## config.mk

```make
export PLATFORM = sky130hd
export DESIGN_NAME = owr_option_regs
export DESIGN_NICKNAME = d
export VERILOG_FILES = /design/src/owr_pkg.sv /design/src/owr_stop_timer.sv /design/src/owr_option_regs.sv
export VERILOG_INCLUDE_DIRS = /design/src
export SDC_FILE = /design/constraint.sdc
export NUM_CORES = 1
export LEC_CHECK = 0
export BUFFER_PORTS_ARGS = -buffer_cell sky130_fd_sc_hd__buf_2
export CORE_ASPECT_RATIO = 0.7
export CORE_MARGIN = 2
export CORE_UTILIZATION = 51
export DETAILED_ROUTE_END_ITERATION = 16
export GPL_ROUTABILITY_DRIVEN = 0
export PLACE_DENSITY = 0.79
export SYNTH_ARGS = -nofsm -noshare
export SYNTH_HDL_FRONTEND = slang
export SYNTH_HIERARCHICAL = 1
export SYNTH_SLANG_ARGS = --single-unit
```

## constraint.sdc

```tcl
create_clock -name clk -period 2.1 [get_ports clk]
set_input_delay 0.315 -clock clk [delete_from_list [all_inputs] [get_ports clk]]
set_output_delay 0.315 -clock clk [all_outputs]
set_load 0.02 [all_outputs]
```

## src/owr_defs.svh

```systemverilog
/*
  Offsets, field positions, reset values and counts of the write-once
  option registers. Included by every file that needs them.
*/
`ifndef OWR_DEFS_SVH
`define OWR_DEFS_SVH

`define OWR_ADDR_W 16
`define OWR_ADDR_TWO 16'h001E
`define OWR_ADDR_ONE 16'h001F

// option_latch_two fields
`define OWR_TWO_TB_SEL 2
`define OWR_TWO_OSC_STOP 1
`define OWR_TWO_BAUD_SRC 0
`define OWR_TWO_RESET 8'h01
`define OWR_TWO_MASK 8'h07

// option_latch_one fields
`define OWR_ONE_WDT_RATE 7
`define OWR_ONE_LV_STOP 6
`define OWR_ONE_LV_RSTD 5
`define OWR_ONE_LV_PWRD 4
`define OWR_ONE_LV_SUPPLY 3
`define OWR_ONE_SHORT_REC 2
`define OWR_ONE_STOP_EN 1
`define OWR_ONE_WDT_DIS 0
`define OWR_ONE_RESET 8'h00

// timing counts
`define OWR_TB_DIV 128
`define OWR_SHORT_REC_CYC 32
`define OWR_LONG_REC_CYC 4096
`define OWR_WDT_SHORT 18'h01FF0
`define OWR_WDT_LONG 18'h3FFF0

`endif

```

## src/owr_pkg.sv

```systemverilog
/*
  Types shared by the option register bank and its stop recovery timer.
  Assumes owr_defs.svh is on the include path.
*/
`include "owr_defs.svh"

package owr_pkg;

  typedef logic [7:0] owr_byte_t;
  typedef logic [`OWR_ADDR_W-1:0] owr_addr_t;
  typedef enum logic {OWR_REC_IDLE, OWR_REC_COUNT} owr_rec_state_t;

endpackage : owr_pkg

```

## src/owr_stop_timer.sv

```systemverilog
/*
  Stop mode recovery timer: counts crystal clock enable pulses after a
  wake request. Assumes xtal_en is a one-cycle pulse on clk.
*/
`timescale 1ns/1ps
`include "owr_defs.svh"

module owr_stop_timer #(
  parameter int SHORT_CYC = `OWR_SHORT_REC_CYC,
  parameter int LONG_CYC = `OWR_LONG_REC_CYC
) (
  input wire logic clk,
  input wire logic reset_n,
  input wire logic start,
  input wire logic use_short,
  input wire logic by_lvm,
  input wire logic xtal_en,
  output logic busy,
  output logic done
);
  import owr_pkg::*;

  owr_rec_state_t state_reg;
  owr_rec_state_t state_next;
  logic [12:0] count_reg;
  logic [12:0] count_next;
  logic [12:0] limit_reg;
  logic [12:0] limit_next;
  logic done_reg;
  wire short_ok = use_short & ~by_lvm;
  wire at_limit = xtal_en & (count_reg == limit_reg - 13'h0001);

  // long delay whenever the exit came from a low-voltage reset
  assign limit_next = short_ok ? 13'(SHORT_CYC) : 13'(LONG_CYC);

  always_comb
  begin
    state_next = state_reg;
    count_next = count_reg;
    case (state_reg)
      OWR_REC_IDLE:
      begin
        count_next = 13'h0000;
        if (start)
        begin
          state_next = OWR_REC_COUNT;
        end
      end
      OWR_REC_COUNT:
      begin
        if (at_limit)
        begin
          state_next = OWR_REC_IDLE;
        end
        else if (xtal_en)
        begin
          count_next = count_reg + 13'h0001;
        end
      end
      default:
      begin
        state_next = OWR_REC_IDLE;
      end
    endcase
  end

  always_ff @(posedge clk or negedge reset_n)
  begin
    if (!reset_n)
    begin
      state_reg <= OWR_REC_IDLE;
      count_reg <= 13'h0000;
      limit_reg <= 13'(LONG_CYC);
      done_reg <= 1'b0;
    end
    else
    begin
      state_reg <= state_next;
      count_reg <= count_next;
      done_reg <= (state_reg == OWR_REC_COUNT) & at_limit;
      if (start && state_reg == OWR_REC_IDLE)
      begin
        limit_reg <= limit_next;
      end
    end
  end

  assign busy = (state_reg == OWR_REC_COUNT);
  assign done = done_reg;

endmodule : owr_stop_timer

```

## src/owr_option_regs.sv

```systemverilog
/*
  Two write-once option registers and the option logic they steer:
  timebase prescale, oscillator in stop, baud clock source, watchdog
  rate and disable, low-voltage monitor controls, stop recovery and
  stop instruction gating.
  Assumes por_n low also pulls reset_n low; enables are clk pulses.
*/
// The register offsets and the strobed register port were decided locally.
// Functional notes
// - each register takes one write per reset
// - reset restores option defaults
// - registers at 0x1E/0x1F, freely readable
// - supply-mode bit cleared only by power-up
// - prescale select adds divide-by-128 timebase stage
// - oscillator runs in stop when set
// - baud source: bus clock 1, crystal 0
// - watchdog timeout short when set, long otherwise
// - monitor runs in stop if enabled, powered
// - reset disable blocks monitor reset requests
// - power disable turns monitor off
// - supply-mode selects 5-V or 3-V trip
// - stop recovery 32 or 4096 crystal cycles
// - monitor reset exit always uses long recovery
// - stop instruction illegal unless enabled
// - watchdog disable bit turns watchdog off
`timescale 1ns/1ps
`include "owr_defs.svh"

module owr_option_regs (
  input wire logic clk,
  input wire logic reset_n,
  input wire logic por_n,
  input wire owr_pkg::owr_addr_t addr,
  input wire owr_pkg::owr_byte_t wr_data,
  input wire logic wr_strobe,
  input wire logic rd_strobe,
  output owr_pkg::owr_byte_t rd_data,
  input wire logic tb_src_en,
  output logic tb_tick_en,
  input wire logic stop_mode,
  output logic osc_enable,
  input wire logic bus_clk_en,
  input wire logic xtal_en,
  output logic serial_clk_en,
  output logic [17:0] watchdog_timeout,
  output logic watchdog_enable,
  input wire logic lvm_reset_req,
  output logic lvm_reset_out,
  output logic lvm_power_en,
  output logic lvm_stop_active,
  output logic lvm_5v_mode,
  input wire logic stop_instr,
  output logic stop_enter,
  output logic illegal_opcode,
  input wire logic stop_wake,
  input wire logic wake_by_lvm,
  output logic stop_recovering,
  output logic stop_recovered
);
  import owr_pkg::*;

  owr_byte_t two_reg;
  owr_byte_t one_reg;
  logic supply_reg;
  logic two_lock_reg;
  logic one_lock_reg;
  logic supply_lock_reg;
  owr_byte_t rd_data_reg;
  owr_byte_t rd_data_next;
  logic [6:0] tb_cnt_reg;
  logic lvm_meta_reg;
  logic lvm_sync_reg;
  logic stop_enter_reg;
  logic illegal_reg;

  wire hit_two = (addr == `OWR_ADDR_TWO);
  wire hit_one = (addr == `OWR_ADDR_ONE);
  wire wr_two = wr_strobe & hit_two;
  wire wr_one = wr_strobe & hit_one;
  wire take_two = wr_two & ~two_lock_reg;
  wire take_one = wr_one & ~one_lock_reg;
  wire take_supply = wr_one & ~supply_lock_reg;
  wire [7:0] one_view = {one_reg[7:4], supply_reg, one_reg[2:0]};

  wire tb_sel = two_reg[`OWR_TWO_TB_SEL];
  wire osc_stop = two_reg[`OWR_TWO_OSC_STOP];
  wire baud_src = two_reg[`OWR_TWO_BAUD_SRC];
  wire wdt_rate = one_reg[`OWR_ONE_WDT_RATE];
  wire lv_stop = one_reg[`OWR_ONE_LV_STOP];
  wire lv_rstd = one_reg[`OWR_ONE_LV_RSTD];
  wire lv_pwrd = one_reg[`OWR_ONE_LV_PWRD];
  wire short_rec = one_reg[`OWR_ONE_SHORT_REC];
  wire stop_en = one_reg[`OWR_ONE_STOP_EN];
  wire wdt_dis = one_reg[`OWR_ONE_WDT_DIS];
  wire tb_wrap = tb_src_en & (tb_cnt_reg == 7'(`OWR_TB_DIV - 1));

  // reads have no side effect; unmapped reads return zero
  assign rd_data_next = hit_two ? (two_reg & `OWR_TWO_MASK) :
                        hit_one ? one_view : 8'h00;

  // registers loaded with their defaults and locks cleared by any reset
  always_ff @(posedge clk or negedge reset_n)
  begin
    if (!reset_n)
    begin
      two_reg <= `OWR_TWO_RESET;
      one_reg <= `OWR_ONE_RESET;
      two_lock_reg <= 1'b0;
      one_lock_reg <= 1'b0;
    end
    else
    begin
      if (take_two)
      begin
        two_reg <= wr_data & `OWR_TWO_MASK;
        two_lock_reg <= 1'b1;
      end
      if (take_one)
      begin
        one_reg <= wr_data;
        one_lock_reg <= 1'b1;
      end
    end
  end

  // supply-mode bit and its lock survive every reset but power-up
  always_ff @(posedge clk or negedge por_n)
  begin
    if (!por_n)
    begin
      supply_reg <= 1'b0;
      supply_lock_reg <= 1'b0;
    end
    else if (take_supply)
    begin
      supply_reg <= wr_data[`OWR_ONE_LV_SUPPLY];
      supply_lock_reg <= 1'b1;
    end
  end

  always_ff @(posedge clk or negedge reset_n)
  begin
    if (!reset_n)
    begin
      rd_data_reg <= 8'h00;
    end
    else
    begin
      rd_data_reg <= rd_strobe ? rd_data_next : 8'h00;
    end
  end

  // extra timebase prescaler
  always_ff @(posedge clk or negedge reset_n)
  begin
    if (!reset_n)
    begin
      tb_cnt_reg <= 7'h00;
    end
    else if (tb_src_en)
    begin
      tb_cnt_reg <= tb_cnt_reg + 7'h01;
    end
  end

  // monitor reset request comes from the analog domain
  always_ff @(posedge clk or negedge reset_n)
  begin
    if (!reset_n)
    begin
      lvm_meta_reg <= 1'b0;
      lvm_sync_reg <= 1'b0;
    end
    else
    begin
      lvm_meta_reg <= lvm_reset_req;
      lvm_sync_reg <= lvm_meta_reg;
    end
  end

  // stop instruction gating
  always_ff @(posedge clk or negedge reset_n)
  begin
    if (!reset_n)
    begin
      stop_enter_reg <= 1'b0;
      illegal_reg <= 1'b0;
    end
    else
    begin
      stop_enter_reg <= stop_instr & stop_en;
      illegal_reg <= stop_instr & ~stop_en;
    end
  end

  owr_stop_timer u_stop_timer (
    .clk(clk),
    .reset_n(reset_n),
    .start(stop_wake),
    .use_short(short_rec),
    .by_lvm(wake_by_lvm),
    .xtal_en(xtal_en),
    .busy(stop_recovering),
    .done(stop_recovered)
  );

  assign rd_data = rd_data_reg;
  assign tb_tick_en = tb_sel ? tb_wrap : tb_src_en;
  assign osc_enable = ~stop_mode | osc_stop;
  assign serial_clk_en = baud_src ? bus_clk_en : xtal_en;
  assign watchdog_timeout = wdt_rate ? `OWR_WDT_SHORT : `OWR_WDT_LONG;
  assign watchdog_enable = ~wdt_dis;
  assign lvm_reset_out = lvm_sync_reg & ~lv_rstd;
  assign lvm_power_en = ~lv_pwrd;
  assign lvm_stop_active = ~lv_pwrd & lv_stop;
  assign lvm_5v_mode = supply_reg;
  assign stop_enter = stop_enter_reg;
  assign illegal_opcode = illegal_reg;

  chk_once_locks: assert property (@(posedge clk) disable iff (!reset_n)
    wr_one && one_lock_reg |=> $stable(one_reg))
    else $error("locked option_latch_one changed");

  chk_two_once_locks: assert property (@(posedge clk) disable iff (!reset_n)
    wr_two && !two_lock_reg |=> two_lock_reg && two_reg == ($past(wr_data) & `OWR_TWO_MASK))
    else $error("first option_latch_two write lost");

  chk_reset_defaults: assert property (@(posedge clk)
    $rose(reset_n) |-> two_reg == `OWR_TWO_RESET && one_reg == `OWR_ONE_RESET)
    else $error("option defaults wrong after reset");

  chk_read_data: assert property (@(posedge clk) disable iff (!reset_n)
    rd_strobe && hit_two && !wr_strobe |=> rd_data == (two_reg & `OWR_TWO_MASK))
    else $error("option_latch_two read mismatch");

  chk_tb_divide: assert property (@(posedge clk) disable iff (!reset_n)
    tb_tick_en && tb_sel |-> tb_cnt_reg == 7'h7F && tb_src_en)
    else $error("prescaled timebase tick out of place");

  chk_osc_stop: assert property (@(posedge clk) disable iff (!reset_n)
    stop_mode && !osc_stop |-> !osc_enable)
    else $error("oscillator running in stop");

  chk_wdt_rate: assert property (@(posedge clk) disable iff (!reset_n)
    watchdog_timeout == (wdt_rate ? 18'h01FF0 : 18'h3FFF0))
    else $error("watchdog timeout wrong");

  chk_lvm_block: assert property (@(posedge clk) disable iff (!reset_n)
    $past(lvm_reset_req, 2) && $past(reset_n) && $past(reset_n, 2) && !lv_rstd |-> lvm_reset_out)
    else $error("monitor reset lost");

  chk_stop_illegal: assert property (@(posedge clk) disable iff (!reset_n)
    stop_instr |=> illegal_opcode == !$past(stop_en) && stop_enter == $past(stop_en))
    else $error("stop instruction gating wrong");

  chk_short_rec: assert property (@(posedge clk) disable iff (!reset_n)
    stop_wake && !stop_recovering && short_rec && !wake_by_lvm ##1 xtal_en [*8]
    |-> ##[1:40] stop_recovered)
    else $error("short recovery too long");

  chk_two_write_lock: assert property (@(posedge clk) disable iff (!reset_n)
    wr_two && two_lock_reg |=> $stable(two_reg) && two_lock_reg)
    else $error("locked option_latch_two changed");

  chk_one_first_write: assert property (@(posedge clk) disable iff (!reset_n)
    wr_one && !one_lock_reg |=> one_lock_reg && one_reg == $past(wr_data))
    else $error("first option_latch_one write lost");

  chk_supply_lock: assert property (@(posedge clk) disable iff (!por_n)
    wr_one && supply_lock_reg |=> $stable(supply_reg))
    else $error("locked supply-mode bit changed");

  chk_supply_first: assert property (@(posedge clk) disable iff (!por_n)
    wr_one && !supply_lock_reg |=> supply_lock_reg && supply_reg == $past(wr_data[`OWR_ONE_LV_SUPPLY]))
    else $error("first supply-mode write lost");

  chk_read_one: assert property (@(posedge clk) disable iff (!reset_n)
    rd_strobe && hit_one && !wr_strobe |=> rd_data == one_view)
    else $error("option_latch_one read mismatch");

  chk_read_idle: assert property (@(posedge clk) disable iff (!reset_n)
    !rd_strobe |=> rd_data == 8'h00)
    else $error("read data without a read strobe");

  chk_lvm_masked: assert property (@(posedge clk) disable iff (!reset_n)
    lv_rstd |-> !lvm_reset_out)
    else $error("blocked monitor reset passed");

  chk_lvm_power: assert property (@(posedge clk) disable iff (!reset_n)
    lv_pwrd |-> !lvm_power_en && !lvm_stop_active)
    else $error("monitor powered while disabled");

  chk_baud_src: assert property (@(posedge clk) disable iff (!reset_n)
    !baud_src |-> serial_clk_en == xtal_en)
    else $error("serial clock not from crystal");

  chk_rec_start: assert property (@(posedge clk) disable iff (!reset_n)
    stop_wake && !stop_recovering |=> stop_recovering)
    else $error("stop recovery did not start");

  chk_rec_pulse: assert property (@(posedge clk) disable iff (!reset_n)
    stop_recovered |-> !stop_recovering ##1 !stop_recovered)
    else $error("recovery done pulse malformed");

  chk_wdt_enable: assert property (@(posedge clk) disable iff (!reset_n)
    wdt_dis |-> !watchdog_enable)
    else $error("watchdog enabled while disabled");

  chk_supply_mode: assert property (@(posedge clk) disable iff (!reset_n)
    lvm_5v_mode == supply_reg)
    else $error("monitor trip mode wrong");

endmodule : owr_option_regs

```

==> out/results.txt, run 1 <==
The final reports fail on negative hold slack. The cell count of the worst reg-to-reg path was 6. The logs give 0 ns for the sum of negative setup slack and 1784 for the via total after detailed routing. Kind of capture point of the worst setup path: a register. The run gives 329 as the number of instances in the placed design. The synthesized netlist contains 51 unique library cells.

The run gives 1100 µm² as the area occupied by multi-input gates. The tools report the final count of pins violating max slew as 0. The count of cells in the finished layout, fillers not included, comes to 338.

The number of enable-type register cells in the synthesized netlist is 0. The root buffer selected by CTS is sky130_fd_sc_hd__clkbuf_8. The biggest cell delay along the critical path is 0.65 ns, and the async set or reset register ratio after synthesis is 100%. Once the floorplan was initialized, standard cells occupied 52.7% of the core. For this design the static power due to leakage is 1.42 nW.

The completed layout was analyzed and its total power is 0.00215 W. The worst-path cell with the longest stage delay was sky130_fd_sc_hd__or4_2. In this run the biggest area consumer among cell types represents 48.2% of the synthesized area.

The mapped netlist covers 2490 µm². Data arrives at the worst endpoint at 2.23 ns. The Yosys step of the flow raised 6 warnings. Clock tree synthesis found a total of 50 sinks. For the largest clock skew in the final design, the log shows 0.00662 ns.

Synthesis handed over a netlist of 216 instances. Dividing the final minimum period by the clock period gives 95.8%. TritonCTS created 5 clock buffers. The number of flip-flops and latches in the synthesized netlist is 50, and the number of global-route vias before repair is 1834. Global routing used 19.5% of the available tracks.

For met2 alone, demand over resource in global routing was 29.6%. The top cell types in the final layout, fill and taps aside, are 61 x sky130_fd_sc_hd__buf_2, 48 x sky130_fd_sc_hd__dfrtp_1, 13 x sky130_fd_sc_hd__nand2_1, 13 x sky130_fd_sc_hd__conb_1, 12 x sky130_fd_sc_hd__a21oi_1. In this run the power density over the cells is 740 nW/µm². Yosys attributes the largest share of cell area to sky130_fd_sc_hd__dfrtp_1 48%, sky130_fd_sc_hd__buf_4 5.1%, sky130_fd_sc_hd__mux2_2 3.6%, sky130_fd_sc_hd__a21oi_1 2.4%, sky130_fd_sc_hd__dfstp_2 2.1%.

In this run the deepest clock path goes through 2 buffers. For the count of endpoints failing setup in the final report, the log shows 0. The tools report the initial detailed-routing violation count as 92. IR analysis of the VDD net gives a maximum drop of 438 µV.

The tools report the pin count of the biggest net entering global routing as 26. Buffering stage count on the worst path with inverters included: 1. The tools report the reg-to-reg critical path endpoint as u_stop_timer/count_reg[9]. After floorplanning, the core was divided into 21 placement rows.

The most used routing layer was met2. The tightest hold margin was -0.00412 ns. By startpoint and endpoint, the worst setup path is classified as reg -> reg. At the pin with the least slew margin, the transition time is 0.547 ns. The tools report the number of antenna violations at the first check in global routing as 0. The number of flip-flops in the largest register was 13. In the synthesized netlist the dominant register cell turns out to be sky130_fd_sc_hd__dfrtp_1. The library cell used most frequently in the layout, excluding fill and tap cells, is sky130_fd_sc_hd__buf_2.

The logs give 0.497 GHz for the achievable frequency and 4820 µm for the total wirelength of the detailed-routed design. The number of nets in the finished design is 319. For the worst-skew pair later-pin latency, the log shows 0.29 ns. The run finished, with violations left. After detailed routing, the average wire length per cell comes to 14.2 µm. The kind of cell with the highest combined delay along the critical path is simple AND/OR/NAND/NOR gates. The share of layout cells above drive strength 1 was 37.7%.

The tool flagged a number of max-cap violations equal to 0. The H-tree generated during clock tree synthesis spans 2 levels. In the global route stage, met3 resource usage came out at 5.28%.

The biggest area contributor in the post-synthesis netlist is sky130_fd_sc_hd__dfrtp_1. The run gives 17 as the number of hold-slack violations in the final timing report. The die height is 62.5 µm, and the layout overhead on the synthesized area is 16.7%.

After clock tree synthesis, the clock-pin slew on the worst setup and hold paths is 0.09 ns. The area of the die is 5470 µm², and the minimum period implied by the final worst setup slack is 2.01 ns. The start of the worst register-to-register path was u_stop_timer/limit_reg[12]. After detailed routing, the number of remaining DRC violations is 0. Summed over all layers, the global routing overflow is 0.

The overall die width works out to 87.5 µm. In this run the count of I/O pins placed on the die edge is 75. The first-pass GRT wire length came out at 8420 µm. Number of port buffers: 61.

Setup repair after global routing left no endpoint under its margin. TritonCTS built the clock tree. Across the whole layout, storage elements account for 1250 µm². The critical path goes through xnor2_1 -> or3_4 -> a211oi_4 -> buf_4 -> or4_2 -> a21oi_1. Classification of the worst-slack hold path: in -> async. The repair_antennas step left the layout with diodes totalling 0.

The element type at the critical path start was a register. The tools report the required time at the endpoint of the critical path as 2.32 ns. A synthesized cell averages 11.5 µm². Along the worst path, the maximum fanout reaches 15. For the number of iterations in the first detailed-routing pass, the log shows 4. The logs give 3690 µm for the detailed-placement wirelength estimate and 392 for the number of fill cells.

The logs give 27.3% for the met1 layer usage reported by global route and 0 for the count of buffers added by post-CTS timing repair for setup. Across all register-to-register paths, the minimum setup slack is 0.09 ns. The logs give 63.5% for the worst-case headroom to the max-slew limit and 0 for the post-route antenna net violation count. The logs give 50.3% for the register area share after synthesis and 4730 µm² for the placeable core area.

After detailed routing, the number of vias per cell comes to 5.28.
[area by class of cell]
class,count,share of cell area (%)
well taps,57,2.45
clock inverters,1,0.172
clock buffers,7,2.97
multi-input cells,149,38.0
repair buffers,66,12.3
flip-flops and latches,50,43.1
inverters,8,1.03
[through the flow]
step	util [%]	setup WS, ns	cell area (µm²)
floorplan	-	0.294	2530
global placement	59.3	0.153	2810
detailed placement	59.3	0.0920	2810
CTS	61.5	0.0951	2910
global route	61.5	0.00776	2910
finish	61.5	0.0886	2910
[worst register-to-register path, delay by kind of cell (launching register included)]
family,cells,cell delay [ns]
AO/OA/AOI/OAI,2,0.21
XOR/XNOR,1,0.15
buffers and inverters,1,0.19
flip-flops,1,0.55
AND/OR/NAND/NOR,2,0.85
[kinds of logic (layout without fill, tap and decap cells)]
kind of cell               Yosys count  in the layout  share of synthesized area, %
AOI/OAI and AO/OA                   31             31                          8.89
xor gates and xnor gates             7              7                          2.46
adders and majority gates            2              2                          1.00
buffers and inverters               28             82                          7.08
DFF                                 50             50                          50.3
muxes                               17             17                          7.94
other                                2             13                         0.301
and+or+nand+nor                     79             79                          22.0
[Yosys cell counts (all sizes together), types with 3 or more instances]
master and number:
o31ai 7, or3 5, nand2 13, mux2 13
nand4 8, a21oi 13, inv 8, or4 7
xor2 3, and3 8, nor2 9, dfrtp 48
nor4 3, nand3 3, buf 18, o21ai 5
nor2b 7, nor4b 3, mux2i 4, nor3 4
xnor2 4
[layer usage]
layer  vias to the layer above  part of all wire [%]
met2                        56                    48
li1                        871                     -
met4                         0                   1.0
met1                       853                    46
met3                         4                   5.3
met5                         -                     0
[power by group]
part / switching, W / internal (W)
clock: 0.000299 / 0.000266
sequential: 0.000121 / 0.00109
combinational: 0.000200 / 0.000177
[worst max-delay path by stage]
stage,start,endpoint,slack [ns],depth (start not counted)
final,u_stop_timer/limit_reg[12],u_stop_timer/count_reg[9],0.09,6
after global routing,u_stop_timer/count_reg[6],u_stop_timer/count_reg[7],0.008,6
after CTS,u_stop_timer/limit_reg[12],u_stop_timer/count_reg[9],0.1,6
after detailed placement,u_stop_timer/limit_reg[12],u_stop_timer/count_reg[9],0.09,6
after global placement,u_stop_timer/count_reg[6],u_stop_timer/count_reg[9],0.15,6
after floorplan,u_stop_timer/limit_reg[12],u_stop_timer/count_reg[2],0.29,6
[timing repair]
action | in CTS | in global routing
gates resized for setup | 0 | 1
endpoints found under the hold margin | 2 | 0
endpoints found under the setup margin | 0 | 1
hold buffers | 1 | 0
Power figures use the tool's default switching activity.
==> run 2, diff against run 1 <==
--- a/config.mk
+++ b/config.mk
@@ -9,10 +9,10 @@
 export BUFFER_PORTS_ARGS = -buffer_cell sky130_fd_sc_hd__buf_2
 export CORE_ASPECT_RATIO = 0.7
 export CORE_MARGIN = 2
-export CORE_UTILIZATION = 51
+export CORE_UTILIZATION = 50
 export DETAILED_ROUTE_END_ITERATION = 16
 export GPL_ROUTABILITY_DRIVEN = 0
-export PLACE_DENSITY = 0.79
+export PLACE_DENSITY = 0.78
 export SYNTH_ARGS = -nofsm -noshare
 export SYNTH_HDL_FRONTEND = slang
 export SYNTH_HIERARCHICAL = 1
==> out/results.txt, run 2 (same netlist as run 1, synthesis figures left out) <==
The tools report the achievable frequency as 0.500 GHz (+0.63%). The starting utilization of the core area is 52.1% (-0.58 points). The tools report the number of antenna violations at the first check in global routing as 0 (unchanged). The number of nets in the finished design is 320 (+0.31%), and the number of H-tree levels is 2 (unchanged).

The worst setup slack for register-to-register paths was 0.10 ns (about the same); the overall die width was 88.4 µm (+0.95%). The area occupied by multi-input gates is 1100 µm² (unchanged), and the detailed-placement wirelength estimate is 3700 µm (+0.22%). The post-detailed-route via-to-cell ratio is 5.20 (-1.4%), and the final non-filler cell total is 351 (+3.8%).

The run gives 2310 µm (+4.0%) as the wire length on met1. The flow ran to the end, but the final reports show violations. Power density over cell area: 737 nW/µm² (-0.38%).

The area of the die came out at 5570 µm² (+1.9%). The cell sitting at the root of the clock tree is a sky130_fd_sc_hd__clkbuf_8. The logs give 2930 µm² (+0.77%) for the summed area of non-filler cells in the final layout and 21 (unchanged) for the number of rows created at floorplan.

The run gives 2.22 ns (about the same) as the arrival time of the worst setup path. The top cell types in the final layout, fill and taps aside, are 61 x sky130_fd_sc_hd__buf_2, 48 x sky130_fd_sc_hd__dfrtp_1, 13 x sky130_fd_sc_hd__nand2_1, 13 x sky130_fd_sc_hd__conb_1, 12 x sky130_fd_sc_hd__a21oi_1. In this run the critical register-to-register path is captured at u_stop_timer/count_reg[7].

The run gives 0.126 ns (+0.0335 ns) as the placement-stage worst setup slack. The tools report the peak supply drop as 546 µV (+25%). The pin count of the biggest net entering global routing was 25 (-3.8%).

The worst setup path is captured at a register. The logs give -0.0210 ns (-0.0169 ns) for the tightest hold margin and 342 (+4.0%) for the number of instances in the placed design. Most common library cell in the layout ignoring fill and taps: sky130_fd_sc_hd__buf_2. Minimum period implied by the final worst setup slack: 2.00 ns (-0.0126 ns).

Total wirelength of the detailed-routed design: 4770 µm (-1.0%). The final reports fail on negative hold slack. The final count of pins violating max slew is 0 (unchanged). The path class of the tightest hold or removal check is in -> async. The via total after detailed routing is 1826 (+2.4%), and the slew at the pin closest to its max-slew limit is 0.519 ns (-0.0281 ns). The number of port buffers works out to 61 (unchanged).

The number of placed I/O pins was 75 (unchanged); the number of iterations in the first detailed-routing pass was 4 (unchanged). For the sum of negative setup slack, the log shows 0 ns (unchanged). For the combined global-route utilization of all metal layers, the log shows 18.8% (-0.65 points). Routed signal wires occupy layers up through met4. The cell count of the worst reg-to-reg path was 6 (unchanged); the number of clock sinks was 50 (unchanged). The most critical setup path has its startpoint at u_stop_timer/count_reg[6].

The logs give 2830 µm² (+0.80%) for the placed instance area and 5 (unchanged) for the number of buffers added by the clock tree synthesis step. The number of antenna diodes came out at 0 (unchanged). The overflow left after global routing was 0 (unchanged); the first-pass GRT wire length was 8170 µm (-3.0%).

The combined flip-flop and latch cell area is 1250 µm² (unchanged). The worst setup path is launched from a register. The post-route antenna net violation count was 0 (unchanged).

End point of the critical path: u_stop_timer/count_reg[7]. Setup repair after global routing left no endpoint under its margin. The clock slew seen by the registers of the worst setup and hold paths works out to 0.08 ns (about the same). The number of flip-flops in the largest register is 13 (unchanged), and the sum of met2 wire segment lengths after detailed routing is 2170 µm (-5.2%). The run gives 0.00316 ns (-0.00347 ns) as the largest clock skew in the final design. The routed wire length per instance came out at 13.6 µm (-4.7%). The number of global-route vias before repair is 1768 (-3.6%). The die height is 63.1 µm (+0.93%). The run gives 0 (unchanged) as the count of endpoints failing setup in the final report. For the number of buffers between clock root and the deepest sink, the log shows 2 (unchanged). Worst-case headroom to the max-slew limit: 65.3% (+1.8 points). TritonCTS built the clock tree. The minimum setup slack in the final design is 0.101 ns (+0.0126 ns). The maximum net fanout on the critical path came out at 11 (-4). For the length of routed met3 wiring, the log shows 243 µm (-4.7%).

The number of remaining DRC errors was 0 (unchanged); the total leakage power was 1.42 nW (+0.18%). The layout overhead on the synthesized area was 17.6%; the reported max-cap violation count was 0 (unchanged). The initial detailed-routing violation count was 102 (+11%); the post-route fraction of the period consumed by the critical path was 95.2% (-0.60 points). The tools report the start of the worst register-to-register path as u_stop_timer/count_reg[6]. The run gives 0.29 ns (about the same) as the worst-skew pair later-pin latency. The share of layout cells above drive strength 1 works out to 37.9% (+0.22 points). The placeable core area is 4780 µm² (+1.1%), and the number of fill cells is 414 (+5.6%). The number of hold-slack violations in the final timing report is 22 (+5).

The post-layout total power was 0.00216 W (+0.39%). The critical path is of the reg -> reg type. For the required time at the endpoint of the critical path, the log shows 2.32 ns (about the same).
[run 2: stage by stage]
step                utilization, %  hold WS [ns]
finish                        61.3       -0.0210
global placement              59.1         0.102
detailed placement            59.1         0.107
global route                  61.3        0.0127
floorplan                        -        0.0194
CTS                           61.3       0.00151
[run 2: timing repair]
action,4_1_cts,5_1_grt
buffers inserted,0,0
hold buffers,1,0
endpoints found under the hold margin,2,0
setup endpoints to repair,0,1
gates resized for setup,0,1
[run 2: layout make-up]
| type | instances | area share (%) |
|---|---|---|
| multi-input combinational | 149 | 37.7 |
| tap | 69 | 2.95 |
| clock inverter | 1 | 0.171 |
| clock buffer | 7 | 2.95 |
| sequential | 50 | 42.8 |
| timing repair buffer | 67 | 12.5 |
| inverter | 8 | 1.02 |
[run 2: where the power goes]
group | switching [W] | total, W | internal, W
clock network | 0.000295 | 0.000561 | 0.000266
logic | 0.000203 | 0.000385 | 0.000183
registers | 0.000125 | 0.00121 | 0.00109
total | 0.000622 | 0.00216 | 0.00154
[run 2: how the worst min path moves through the flow]
| stage | end | from | slack (ns) |
|---|---|---|---|
| 6_report | tb_cnt_reg[2] | reset_n | -0.02 |
| 5_1_grt | u_stop_timer/count_reg[7] | reset_n | 0.01 |
| 4_1_cts | illegal_opcode | reset_n | 0.002 |
| 3_5_place_dp | lvm_5v_mode | por_n | 0.11 |
| 3_3_place_gp | supply_lock_reg | por_n | 0.10 |
| 2_1_floorplan | illegal_opcode | reset_n | 0.02 |
[run 2: critical path, cell delays in order (launching register included)]
cell and delay [ns]:
sky130_fd_sc_hd__dfrtp_1 0.44, sky130_fd_sc_hd__and3_2 0.26, sky130_fd_sc_hd__a21oi_4 0.21, sky130_fd_sc_hd__a211oi_4 0.09, sky130_fd_sc_hd__buf_12 0.16, sky130_fd_sc_hd__or4_2 0.60
sky130_fd_sc_hd__a21oi_1 0.16
[run 2: per-layer routing]
metal | track usage [%] | vias to the layer above
li1 | - | 877
met1 | 26.8 | 903
met2 | 28.0 | 42
met3 | 6.03 | 4
met4 | 4.92 | 0
met5 | 0 | -
==> run 3, diff against run 2 <==
--- a/config.mk
+++ b/config.mk
@@ -12,6 +12,7 @@
 export CORE_UTILIZATION = 50
 export DETAILED_ROUTE_END_ITERATION = 16
 export GPL_ROUTABILITY_DRIVEN = 0
+export MAX_ROUTING_LAYER = met4
 export PLACE_DENSITY = 0.78
 export SYNTH_ARGS = -nofsm -noshare
 export SYNTH_HDL_FRONTEND = slang
==> out/results.txt, run 3 (same netlist as run 1, synthesis figures left out) <==
The flow ran to the end, but the final reports show violations. The final reports fail on negative hold slack. The run gives 2830 µm² (unchanged) as the placed instance area. The start of the worst register-to-register path is u_stop_timer/count_reg[6]. Slew at the pin closest to its max-slew limit: 0.519 ns (+0.0000209 ns).

The power density over cell area works out to 738 nW/µm² (about the same). TritonCTS built the clock tree. The logs give 2930 µm² (unchanged) for the summed area of non-filler cells in the final layout and 2.32 ns (about the same) for the required time at the endpoint of the critical path.

The detailed-placement wirelength estimate was 3700 µm (unchanged). The post-detailed-route via-to-cell ratio is 5.23 (+0.49%). The run gives 0 (unchanged) as the count of buffers added by post-CTS timing repair for setup. The worst setup path is captured at a register. The number of placed I/O pins was 75 (unchanged); the post-route fraction of the period consumed by the critical path was 95.0% (-0.19 points). The overflow left after global routing came out at 0 (unchanged). For the count of endpoints failing setup in the final report, the log shows 0 (unchanged). The element type at the critical path start is a register.

The combined global-route utilization of all metal layers was 19.4% (+0.56 points). The category of the most critical setup path was reg -> reg. The logs give 4770 µm (unchanged) for the total wirelength of the detailed-routed design and 0 (unchanged) for the number of remaining DRC errors. The run gives 2 (unchanged) as the number of H-tree levels. The number of nets in the finished design came out at 320 (unchanged). The number of port buffers came out at 61 (unchanged). In the layout the commonest cells are 61 x sky130_fd_sc_hd__buf_2, 48 x sky130_fd_sc_hd__dfrtp_1, 13 x sky130_fd_sc_hd__nand2_1, 13 x sky130_fd_sc_hd__conb_1, 12 x sky130_fd_sc_hd__a21oi_1. For the number of global-route vias before repair, the log shows 1764 (-0.23%).

The most common library cell in the layout ignoring fill and taps is sky130_fd_sc_hd__buf_2. The number of rows created at floorplan was 21 (unchanged). The logs give -0.0207 ns (+0.000297 ns) for the tightest hold margin and 22 (unchanged) for the number of hold-slack violations in the final timing report. Final count of pins violating max slew: 0 (unchanged).

The arrival time of the worst setup path came out at 2.22 ns (about the same). Number of clock sinks: 50 (unchanged). In this run the clock root is driven by a sky130_fd_sc_hd__clkbuf_8. The area of the die came out at 5570 µm² (unchanged). Worst-case headroom to the max-slew limit: 65.3% (about the same).

The sum of negative setup slack came out at 0 ns (unchanged). The min-delay analysis places its worst path in the category in -> async. Achievable frequency: 0.501 GHz (+0.20%). The number of buffers added by the clock tree synthesis step is 5 (unchanged), and the clock slew seen by the registers of the worst setup and hold paths is 0.08 ns (about the same). The post-route antenna net violation count came out at 0 (unchanged). Number of antenna diodes: 0 (unchanged). The share of layout cells above drive strength 1 was 37.9% (unchanged); the reported max-cap violation count was 0 (unchanged).

The minimum period implied by the final worst setup slack came out at 1.99 ns (-0.00397 ns). The run gives 545 µV (-0.22%) as the peak supply drop. The number of flip-flops in the largest register was 13 (unchanged). The starting utilization of the core area was 52.1% (unchanged); the number of antenna violations at the first check in global routing was 0 (unchanged). The number of buffers between clock root and the deepest sink is 2 (unchanged). The routed wire length per instance is 13.6 µm (unchanged), and the placeable core area is 4780 µm² (unchanged).

The pin count of the biggest net entering global routing was 25 (unchanged). Setup repair after global routing left no endpoint under its margin. The first-pass GRT wire length was 8170 µm (unchanged).

Maximum net fanout on the critical path: 11 (unchanged). The initial detailed-routing violation count was 97 (-4.9%). The overall die width works out to 88.4 µm (unchanged). The die height works out to 63.1 µm (unchanged).

In this run the worst setup path begins at u_stop_timer/count_reg[6]. The worst-skew pair later-pin latency is 0.29 ns (about the same), and the layout overhead on the synthesized area is 17.6% (unchanged). The number of iterations in the first detailed-routing pass was 4 (unchanged); the largest clock skew in the final design was 0.00174 ns (-0.00141 ns).

The total leakage power was 1.42 nW (unchanged). For the via total after detailed routing, the log shows 1835 (+0.49%).
==> run 3: cell type report <==
cell class / instances / area (µm²)
inverters: 8 / 30.0
flip-flops and latches: 50 / 1250
clock inverters: 1 / 5.00
well taps: 69 / 86.3
multi-input cells: 149 / 1100
repair buffers: 67 / 365
fillers: 414 / 1850
clock buffers: 7 / 86.3
==> run 3: report_power, final <==
group	internal (W)	switching, W	leakage, nW	total (W)
combinational	0.000183	0.000202	0.720	0.000385
clock	0.000266	0.000297	0.0482	0.000563
sequential	0.00109	0.000123	0.654	0.00121
==> run 3: metal layers <==
layer / GRT usage [%] / wire length [µm]
met1: 27.4 / 2350
met5: - / 0
met2: 27.9 / 2180
met4: 4.92 / 18
met3: 5.50 / 213
==> run 3: per-stage QoR <==
step | power, W | hold WS (ns) | setup slack, ns | instances | utilization (%)
floorplan | 0.00148 | 0.0194 | 0.294 | 227 | -
global route | 0.00230 | 0.00990 | 0.0155 | 351 | 61.3
global placement | 0.00159 | 0.102 | 0.197 | 342 | 59.1
CTS | 0.00218 | 0.00151 | 0.106 | 351 | 61.3
finish | 0.00216 | -0.0207 | 0.105 | 351 | 61.3
detailed placement | 0.00161 | 0.107 | 0.126 | 342 | 59.1
==> run 3: what timing repair did <==
action | 4_1_cts | 5_1_grt
gates resized for setup | 0 | 1
hold buffers | 1 | 0
setup endpoints to repair | 0 | 1
endpoints found under the hold margin | 2 | 0
==> run 3: worst paths after layout <==
check	endpoint	slack, ns	cells past startpoint
max in group asynchronous	two_reg[0]	1.45	2
min in group clk	lvm_meta_reg	0.12	1
worst max-delay path	u_stop_timer/count_reg[7]	0.11	6
worst min-delay path	tb_cnt_reg[2]	-0.02	1
worst max register to register	u_stop_timer/count_reg[7]	0.11	6
worst min register to register	lvm_sync_reg	0.37	0
==> run 3: critical path, cell delays in order, from the launching register on <==
cell and delay, ns:
sky130_fd_sc_hd__dfrtp_1 0.44, sky130_fd_sc_hd__and3_2 0.26, sky130_fd_sc_hd__a21oi_4 0.21, sky130_fd_sc_hd__a211oi_4 0.09, sky130_fd_sc_hd__buf_12 0.16, sky130_fd_sc_hd__or4_2 0.60, sky130_fd_sc_hd__a21oi_1 0.16
